$ cat src/shared/crcce_pkg.sv
// crcce_pkg: shared constants and types of the crc checksum engine
package crcce_pkg;
    // register byte offsets
    localparam logic [7:0] CRCCE_OFS_MODE = 8'h00;
    localparam logic [7:0] CRCCE_OFS_SEED = 8'h04;
    localparam logic [7:0] CRCCE_OFS_SUM = 8'h08;
    localparam logic [7:0] CRCCE_OFS_DATA = 8'h0C;
    localparam logic [7:0] CRCCE_OFS_STAT = 8'h10;
    // mode register field positions
    localparam int CRCCE_MODE_POLY_LSB = 0;
    localparam int CRCCE_MODE_IN_REV = 2;
    localparam int CRCCE_MODE_IN_CMP = 3;
    localparam int CRCCE_MODE_OUT_REV = 4;
    localparam int CRCCE_MODE_OUT_CMP = 5;
    // status register field positions
    localparam int CRCCE_STAT_BUSY = 0;
    localparam int CRCCE_STAT_LVL_LSB = 1;
    // reset values
    localparam logic [5:0] CRCCE_MODE_RST = 6'h00;
    localparam logic [31:0] CRCCE_SEED_RST = 32'h0000_0000;
    // polynomial select codes
    localparam logic [1:0] CRCCE_POLY_CCITT = 2'h0;
    localparam logic [1:0] CRCCE_POLY_C16 = 2'h1;
    localparam logic [1:0] CRCCE_POLY_C32 = 2'h2;
    // generator polynomials, top term implied
    localparam logic [31:0] CRCCE_GEN_CCITT = 32'h0000_1021;
    localparam logic [31:0] CRCCE_GEN_C16 = 32'h0000_8005;
    localparam logic [31:0] CRCCE_GEN_C32 = 32'h04C1_1DB7;
    // data write width codes
    localparam logic [1:0] CRCCE_SZ_8 = 2'h0;
    localparam logic [1:0] CRCCE_SZ_16 = 2'h1;
    localparam logic [1:0] CRCCE_SZ_32 = 2'h2;
    // fifo defaults
    localparam int CRCCE_FIFO_DEPTH = 8;
    // one queued data write: width code and data
    typedef struct packed {
        logic [1:0] size;
        logic [31:0] data;
    } crcce_word_t;
    // mode settings
    typedef struct packed {
        logic out_cmp;
        logic out_rev;
        logic in_cmp;
        logic in_rev;
        logic [1:0] poly;
    } crcce_mode_t;
    // register port request
    typedef struct packed {
        logic wr;
        logic rd;
        logic [7:0] addr;
        logic [1:0] size;
        logic [31:0] wdata;
    } crcce_req_t;
endpackage

$ cat src/logic/crcce_engine.sv
// crcce_engine: crc checksum engine with its input fifo
//
// Function
// RQ1: three polynomials: CCITT, CRC-16, CRC-32 selectable
// RQ2: optional bit reversal and complement of input
// RQ3: optional bit reversal and complement of sum
// RQ4: software seed loads the accumulator
// RQ5: back-to-back writes from CPU or DMA absorbed
// RQ6: 8, 16 or 32-bit writes, written lanes only
// RQ7: byte write folds in one cycle
// RQ8: halfword write takes two byte cycles
// RQ9: word write takes four byte cycles
// RQ10: new writes held off until bytes done; data_ready drops only while the fifo is full
// RQ11: sum read returns value, accumulator unchanged
`timescale 1ns/1ps

module crcce_fifo #(
    parameter int WIDTH = 34,
    parameter int DEPTH = 8
) (
    // clock and reset
    input wire logic ref_clk,
    input wire logic rst,
    // filling side
    input wire logic in_valid,
    output logic in_ready,
    input wire logic [WIDTH-1:0] in_data,
    // draining side
    output logic out_valid,
    input wire logic out_ready,
    output logic [WIDTH-1:0] out_data,
    // fill level
    output logic [$clog2(DEPTH):0] level
);
    localparam int AW = $clog2(DEPTH);

    // pointers wrap by hand, so any depth of 2 or more works
    generate
        if (DEPTH < 2) begin : g_chk
            $error("crcce_fifo: DEPTH must be at least 2");
        end
    endgenerate

    logic [WIDTH-1:0] mem_r [DEPTH];  // storage
    logic [AW-1:0] wp_r, wp_nxt;      // write index
    logic [AW-1:0] rp_r, rp_nxt;      // read index
    logic [AW:0] cnt_r, cnt_nxt;      // stored words
    logic push, pop;

    // honest flags straight from the count
    assign in_ready = (cnt_r != (AW+1)'(DEPTH)) ? 1'b1 : 1'b0;
    assign out_valid = (cnt_r != '0);
    assign out_data = mem_r[rp_r];
    assign level = cnt_r;
    assign push = in_valid & in_ready;
    assign pop = out_valid & out_ready;

    // next pointers and count
    always_comb begin
        wp_nxt = wp_r;
        rp_nxt = rp_r;
        cnt_nxt = cnt_r;
        if (push) begin
            wp_nxt = (wp_r == AW'(DEPTH - 1)) ? '0 : wp_r + 1'b1;
        end
        if (pop) begin
            rp_nxt = (rp_r == AW'(DEPTH - 1)) ? '0 : rp_r + 1'b1;
        end
        case ({push, pop})
            2'b10: cnt_nxt = cnt_r + 1'b1;
            2'b01: cnt_nxt = cnt_r - 1'b1;
            default: cnt_nxt = cnt_r;
        endcase
    end

    // pointer registers
    always_ff @(posedge ref_clk or posedge rst) begin
        if (rst) begin
            wp_r <= '0;
            rp_r <= '0;
            cnt_r <= '0;
        end else begin
            wp_r <= wp_nxt;
            rp_r <= rp_nxt;
            cnt_r <= cnt_nxt;
        end
    end

    // storage needs no reset; only written slots are ever read
    always_ff @(posedge ref_clk) begin
        if (push) begin
            mem_r[wp_r] <= in_data;
        end
    end
endmodule

module crcce_engine #(
    parameter int FIFO_DEPTH = crcce_pkg::CRCCE_FIFO_DEPTH
) (
    // clock and reset
    input wire logic ref_clk,
    input wire logic rst,
    // register port
    input wire crcce_pkg::crcce_req_t req,
    output logic [31:0] rdata,
    // data port may take a write this cycle
    output logic data_ready
);
    import crcce_pkg::*;

    localparam int LW = $clog2(FIFO_DEPTH) + 1;

    generate
        if (LW > 31 - CRCCE_STAT_LVL_LSB) begin : g_chk
            $error("crcce_engine: FIFO_DEPTH too large for status");
        end
    endgenerate

    typedef enum logic [0:0] {
        CRCCE_IDLE = 1'b0,  // no word in hand
        CRCCE_STEP = 1'b1   // folding bytes of a word
    } crcce_state_t;

    // one byte of msb-first crc; 16-bit sums live in the low half
    function automatic logic [31:0] crcce_fold(
        input logic [31:0] acc,
        input logic [7:0] din,
        input logic [1:0] poly
    );
        logic [31:0] c;
        logic [31:0] gen;
        logic fb;
        c = acc;
        case (poly)
            CRCCE_POLY_C16: gen = CRCCE_GEN_C16;
            CRCCE_POLY_C32: gen = CRCCE_GEN_C32;
            default: gen = CRCCE_GEN_CCITT;
        endcase
        for (int i = 7; i >= 0; i--) begin
            if (poly == CRCCE_POLY_C32) begin
                fb = c[31] ^ din[i];
                c = {c[30:0], 1'b0};
            end else begin
                fb = c[15] ^ din[i];
                c = {16'h0000, c[14:0], 1'b0};
            end
            if (fb) begin
                c = c ^ gen;
            end
        end
        return c;
    endfunction

    // reverse the low n bits, clearing the rest
    function automatic logic [31:0] crcce_rev(
        input logic [31:0] v,
        input logic wide
    );
        logic [31:0] r;
        r = '0;
        for (int i = 0; i < 32; i++) begin
            r[31-i] = v[i];
        end
        return wide ? r : {16'h0000, r[31:16]};
    endfunction

    crcce_mode_t mode_r, mode_nxt;     // mode register
    logic [31:0] acc_r, acc_nxt;       // checksum accumulator
    crcce_state_t st_r, st_nxt;        // byte stepper state
    crcce_word_t word_r, word_nxt;     // word being folded
    logic [1:0] idx_r, idx_nxt;        // byte in progress
    logic [31:0] rdata_r, rdata_nxt;   // read answer
    logic wr_mode, wr_seed, wr_data;
    logic q_valid, q_ready, last_step;
    crcce_word_t q_word;
    logic [LW-1:0] q_level;
    logic wide;
    logic [7:0] in_byte;
    logic [31:0] sum_view;

    // register decode
    assign wr_mode = req.wr & (req.addr == CRCCE_OFS_MODE);
    assign wr_seed = req.wr & (req.addr == CRCCE_OFS_SEED);
    assign wr_data = req.wr & (req.addr == CRCCE_OFS_DATA);
    assign wide = (mode_r.poly == CRCCE_POLY_C32);

    // writes queue so dma bursts need no wait states until the fifo fills
    crcce_fifo #(
        .WIDTH($bits(crcce_word_t)),
        .DEPTH(FIFO_DEPTH)
    ) u_fifo (
        .ref_clk(ref_clk),
        .rst(rst),
        .in_valid(wr_data),  // RQ5
        .in_ready(data_ready),  // RQ10
        .in_data({req.size, req.wdata}),
        .out_valid(q_valid),
        .out_ready(q_ready),
        .out_data(q_word),
        .level(q_level)
    );

    // last byte lane of the word in hand, per its width
    always_comb begin
        case (word_r.size)
            CRCCE_SZ_16: last_step = (idx_r == 2'h1);  // RQ8
            CRCCE_SZ_32: last_step = (idx_r == 2'h3);  // RQ9
            default: last_step = 1'b1;  // RQ7
        endcase
    end

    // take a new word when idle or on the last byte of the current one
    assign q_ready = (st_r == CRCCE_IDLE) | last_step;

    // input byte conditioning: lanes fold low byte first
    always_comb begin
        in_byte = word_r.data[idx_r*8 +: 8];  // RQ6
        if (mode_r.in_rev) begin
            in_byte = {in_byte[0], in_byte[1], in_byte[2], in_byte[3],
                       in_byte[4], in_byte[5], in_byte[6], in_byte[7]};
        end  // RQ2
        if (mode_r.in_cmp) begin
            in_byte = ~in_byte;  // RQ2
        end
    end

    // byte stepper and accumulator
    always_comb begin
        st_nxt = st_r;
        word_nxt = word_r;
        idx_nxt = idx_r;
        acc_nxt = acc_r;
        mode_nxt = mode_r;
        if (wr_mode) begin
            mode_nxt = crcce_mode_t'(req.wdata[5:0]);  // RQ1
        end
        if (st_r == CRCCE_STEP) begin
            acc_nxt = crcce_fold(acc_r, in_byte, mode_r.poly);  // RQ7
            idx_nxt = idx_r + 2'h1;
        end
        if (q_ready) begin
            if (q_valid) begin
                st_nxt = CRCCE_STEP;
                word_nxt = q_word;
                idx_nxt = 2'h0;
            end else begin
                st_nxt = CRCCE_IDLE;
            end
        end
        // a seed write wins over a byte folding in the same cycle
        if (wr_seed) begin
            acc_nxt = wide ? req.wdata : {16'h0000, req.wdata[15:0]};  // RQ4
        end
    end

    // checksum as the reader sees it; accumulator left alone
    always_comb begin
        sum_view = acc_r;
        if (mode_r.out_rev) begin
            sum_view = crcce_rev(acc_r, wide);  // RQ3
        end
        if (mode_r.out_cmp) begin
            sum_view = sum_view ^ (wide ? 32'hFFFF_FFFF : 32'h0000_FFFF);
        end  // RQ3
    end

    // read mux, answer stands only in the cycle after the strobe
    always_comb begin
        rdata_nxt = '0;
        if (req.rd) begin
            case (req.addr)
                CRCCE_OFS_MODE: rdata_nxt = {26'h0, mode_r};
                CRCCE_OFS_SEED: rdata_nxt = sum_view;
                CRCCE_OFS_SUM: rdata_nxt = sum_view;  // RQ11
                CRCCE_OFS_STAT: begin
                    rdata_nxt[CRCCE_STAT_BUSY] = (st_r == CRCCE_STEP) | q_valid;
                    rdata_nxt[CRCCE_STAT_LVL_LSB +: LW] = q_level;
                end
                default: rdata_nxt = '0;
            endcase
        end
    end
    assign rdata = rdata_r;

    // state registers
    always_ff @(posedge ref_clk or posedge rst) begin
        if (rst) begin
            st_r <= CRCCE_IDLE;
            word_r <= '0;
            idx_r <= 2'h0;
            acc_r <= CRCCE_SEED_RST;
            mode_r <= crcce_mode_t'(CRCCE_MODE_RST);
            rdata_r <= '0;
        end else begin
            st_r <= st_nxt;
            word_r <= word_nxt;
            idx_r <= idx_nxt;
            acc_r <= acc_nxt;
            mode_r <= mode_nxt;
            rdata_r <= rdata_nxt;
        end
    end
endmodule

$ cat config.mk
export PLATFORM = sky130hd
export DESIGN_NAME = crcce_engine
export DESIGN_NICKNAME = d
export VERILOG_FILES = /design/src/shared/crcce_pkg.sv /design/src/logic/crcce_engine.sv
export SDC_FILE = /design/constraint.sdc
export NUM_CORES = 1
export LEC_CHECK = 0
export ABC_AREA = 1
export BUFFER_PORTS_ARGS = -buffer_cell sky130_fd_sc_hd__buf_2
export CAP_MARGIN = 10
export CORE_MARGIN = 5
export CORE_UTILIZATION = 62
export DETAILED_ROUTE_END_ITERATION = 8
export PLACE_DENSITY = 0.8
export SYNTH_ARGS = -nofsm -noshare
export SYNTH_HDL_FRONTEND = slang
export SYNTH_SLANG_ARGS = --single-unit
$ cat constraint.sdc
create_clock -name ref_clk -period 5 [get_ports ref_clk]
set_clock_uncertainty 0.15 [all_clocks]
set_input_delay 0.25 -clock ref_clk [delete_from_list [all_inputs] [get_ports ref_clk]]
set_output_delay 0.25 -clock ref_clk [all_outputs]
set_load 0.01 [all_outputs]
==> flow_summary_export.csv <==
group,metric,value,unit
clock_network,clk_pin_slew_worst_paths,0.06,ns
sta,hold_violations,0,
layout,area_delta_synth_final,13.7,%
sta,slew_viol_final,0,
setup_path,critical_path.endpoint_type,"flip-flop",
floorplan,dieArea,33300,µm²
layout,drive_above_1_share,14.3,%
setup_path,path_max_fanout,8,
setup_path,worst-endpoint-required,5.28,ns
synthesis,synthTopCellsByArea,"edfxtp_1, dfrtp_1, o21ai_0, nand2_1, xor2_1",
grt,antenna_found_initial,0,
grt,grt-ovfl-total,0,
sta,setup_viol,0,
setup_path,worst_path_max_delay_cell,"dfrtp_1",
detailed_routing,drt_first_pass_iters,6,
floorplan,die_w,183,µm
synthesis,netlist_area,18500,µm²
synthesis,yosysTopAreaCellShare,44.2,%
sta,period_share,92.4,%
clock_network,numCtsBuffers,39,
place,place_congestion,1.04,
clock_network,htree_levels,2,
detailed_routing,via_per_inst,6.20,
setup_path,arrival,4.90,ns
floorplan,core-area,29600,µm²
synthesis,ys_seq_area_share,60.1,%
floorplan,die_h,183,µm
grt,grt_pass1_vias,13518,
sta,slew_headroom,28.6,%
sta,fin_crit,4.62,ns
clock_network,clockRootBuffer,"clkbuf_16",
synthesis,syn_nets,1793,
synthesis,ys_types,47,
synthesis,netlist_instances,1735,
detailed_routing,ant_nets,0,
layout,n_fill_cell,2069,
detailed_routing,vias,14020,
detailed_routing,routedWlPerCell,22.4,µm
clock_network,numClockSinks,389,
grt,grt_max_degree,98,
run_status,status,"completed",
setup_path,cp_common_cell,"nand3_1",
detailed_routing,drt_iter0_drc,1572,
synthesis,yosysTopAreaCell,"edfxtp_1",
layout,finalNetCount,1900,
place,port-buffer-count,78,
worst_hold_path,min_path_type,"input pin to flip-flop",
setup_path,cp-start-kind,"flip-flop",
detailed_routing,drt_wl_total,50600,µm
synthesis,avgSynthCellArea,10.6,µm²
clock_network,clockBufferDepth,3,
setup_path,worst-setup-path-type,"flip-flop to flip-flop",
sta,worst_pin_slew,1.07,ns
grt,grt_usage,30.1,%
sta,hold_slack,0.0793,ns
clock_network,clk_latency,0.53,ns
run,cap_violations,0,
synthesis,synth_enable_flop_cells,272,
layout,diodes,0,
synthesis,async_flop_share,30.1,%
synthesis,ys.flop_type,"edfxtp_1",
layout,fin_util,71.1,%
sta,fmax,216,MHz
grt,grt_pass1_wl,77700,µm
floorplan,initial_core_util,62.5,%
place,dp_hpwl,32400,µm
setup_path,max_stage_delay,0.41,ns
floorplan,io_pins,79,
detailed_routing,drc_errors,0,
clock_network,tritoncts,"yes",
synthesis,ys_warn_count,0,
synthesis,synth_seq_cells,389,
floorplan,rows,63,
[registers in the layout, summed over array words and instances, names as in the netlist]
register,flops
u_fifo.mem_r,272
word_r,34
acc_r,32
rdata,32
mode_r,6
u_fifo.level,4
u_fifo.rp_r,3
u_fifo.wp_r,3
idx_r,2
st_r,1
[cell usage in the layout (no fill, tap or decap), types with 13 or more instances in the layout]
cell and count:
nand3_2 29, xor2_1 93, nand2_1 228, dlygate4sd3_1 38, o21ai_0 191, o32ai_1 13
o221ai_1 47, nor2_1 171, o22ai_1 49, dfrtp_1 113, buf_4 44, nand3_1 95
clkbuf_16 40, buf_2 78, edfxtp_1 272, a21oi_1 34, inv_1 133, mux2i_1 56
[through the flow]
| step | setup slack (ns) | TNS [ns] | cells | instance area, µm² |
|---|---|---|---|---|
| 2_1_floorplan | 0.929 | 0 | 1735 | 18500 |
| 3_3_place_gp | 0.362 | 0 | 2145 | 19300 |
| 3_5_place_dp | 0.176 | 0 | 2145 | 19300 |
| 4_1_cts | 0.104 | 0 | 2254 | 20900 |
| 5_1_grt | -0.0130 | -0.0130 | 2262 | 21000 |
| 6_report | 0.378 | 0 | 2262 | 21000 |
[cells by family after synthesis]
group | after synthesis | synth area share (%)
xor+xnor | 106 | 5.07
mux | 56 | 3.04
flops | 389 | 60.1
compound gates | 359 | 11.5
buf+inv | 239 | 5.22
simple gates | 574 | 14.2
fa+ha+maj | 12 | 0.854
[layer usage]
metal  vias up  wire length [µm]  GRT usage (%)
met4         0              2550           14.1
met2       824             23900           47.7
met3       168              4500           4.98
met1      6758             19600           41.1
met5         -                 0              0
li1       6270                 -              -
[cell usage after synthesis (6+ instances only)]
library cell	count
edfxtp_1	272
nand2_1	228
o21ai_0	191
nor2_1	172
inv_1	136
dfrtp_1	117
nand3_1	96
xor2_1	93
clkbuf_1	71
mux2i_1	56
o22ai_1	49
o221ai_1	47
a21oi_1	34
nand3_2	29
nand2_2	13
o32ai_1	13
nor3_1	12
xnor2_1	12
ha_1	11
or2_2	9
buf_1	8
buf_2	8
o211ai_1	8
nand2_4	6
o21ai_1	6
[final timing paths]
kind / slack (ns) / start / depth (start not counted) / to
max in group asynchronous: 3.12 / rst / 4 / u_fifo.wp_r[1]$_DFFE_PP0P_
min in group asynchronous: 0.40 / rst / 3 / rdata[28]$_DFF_PP0_
max reg2reg: 0.38 / mode_r[0]$_DFFE_PP0P_ / 40 / acc_r[2]$_DFFE_PP0P_
max: 0.38 / mode_r[0]$_DFFE_PP0P_ / 40 / acc_r[2]$_DFFE_PP0P_
min: 0.08 / req[34] / 6 / rdata[5]$_DFF_PP0_
min reg2reg: 0.34 / word_r[17]$_DFFE_PP0P_ / 2 / word_r[17]$_DFFE_PP0P_
[critical path: cells and delay by family, from the launching register on]
family | cells | cell delay, ns
adders and majority gates | 1 | 0.20
buffers and inverters | 6 | 0.65
DFF | 1 | 0.41
and+or+nand+nor | 33 | 3.08
[final cells by class]
| cell class | instances | area [µm²] | area share, % |
|---|---|---|---|
| sequential | 389 | 11100 | 52.9 |
| multi-input combinational | 1107 | 6510 | 31.0 |
| clock buffer | 58 | 1130 | 5.37 |
| timing repair buffer | 160 | 1100 | 5.24 |
| inverter | 145 | 554 | 2.64 |
| tap | 390 | 488 | 2.32 |
| clock inverter | 13 | 118 | 0.560 |
[repair_timing]
item | 4_1_cts | 5_1_grt
buffers inserted | 0 | 8
endpoints found under the hold margin | 363 | 0
resized for setup | 0 | 12
setup endpoints to repair | 0 | 25
hold buffers | 38 | 0
Power is not shown: default switching activity piles up to over one toggle a cycle in this logic, so the estimate is an artifact.
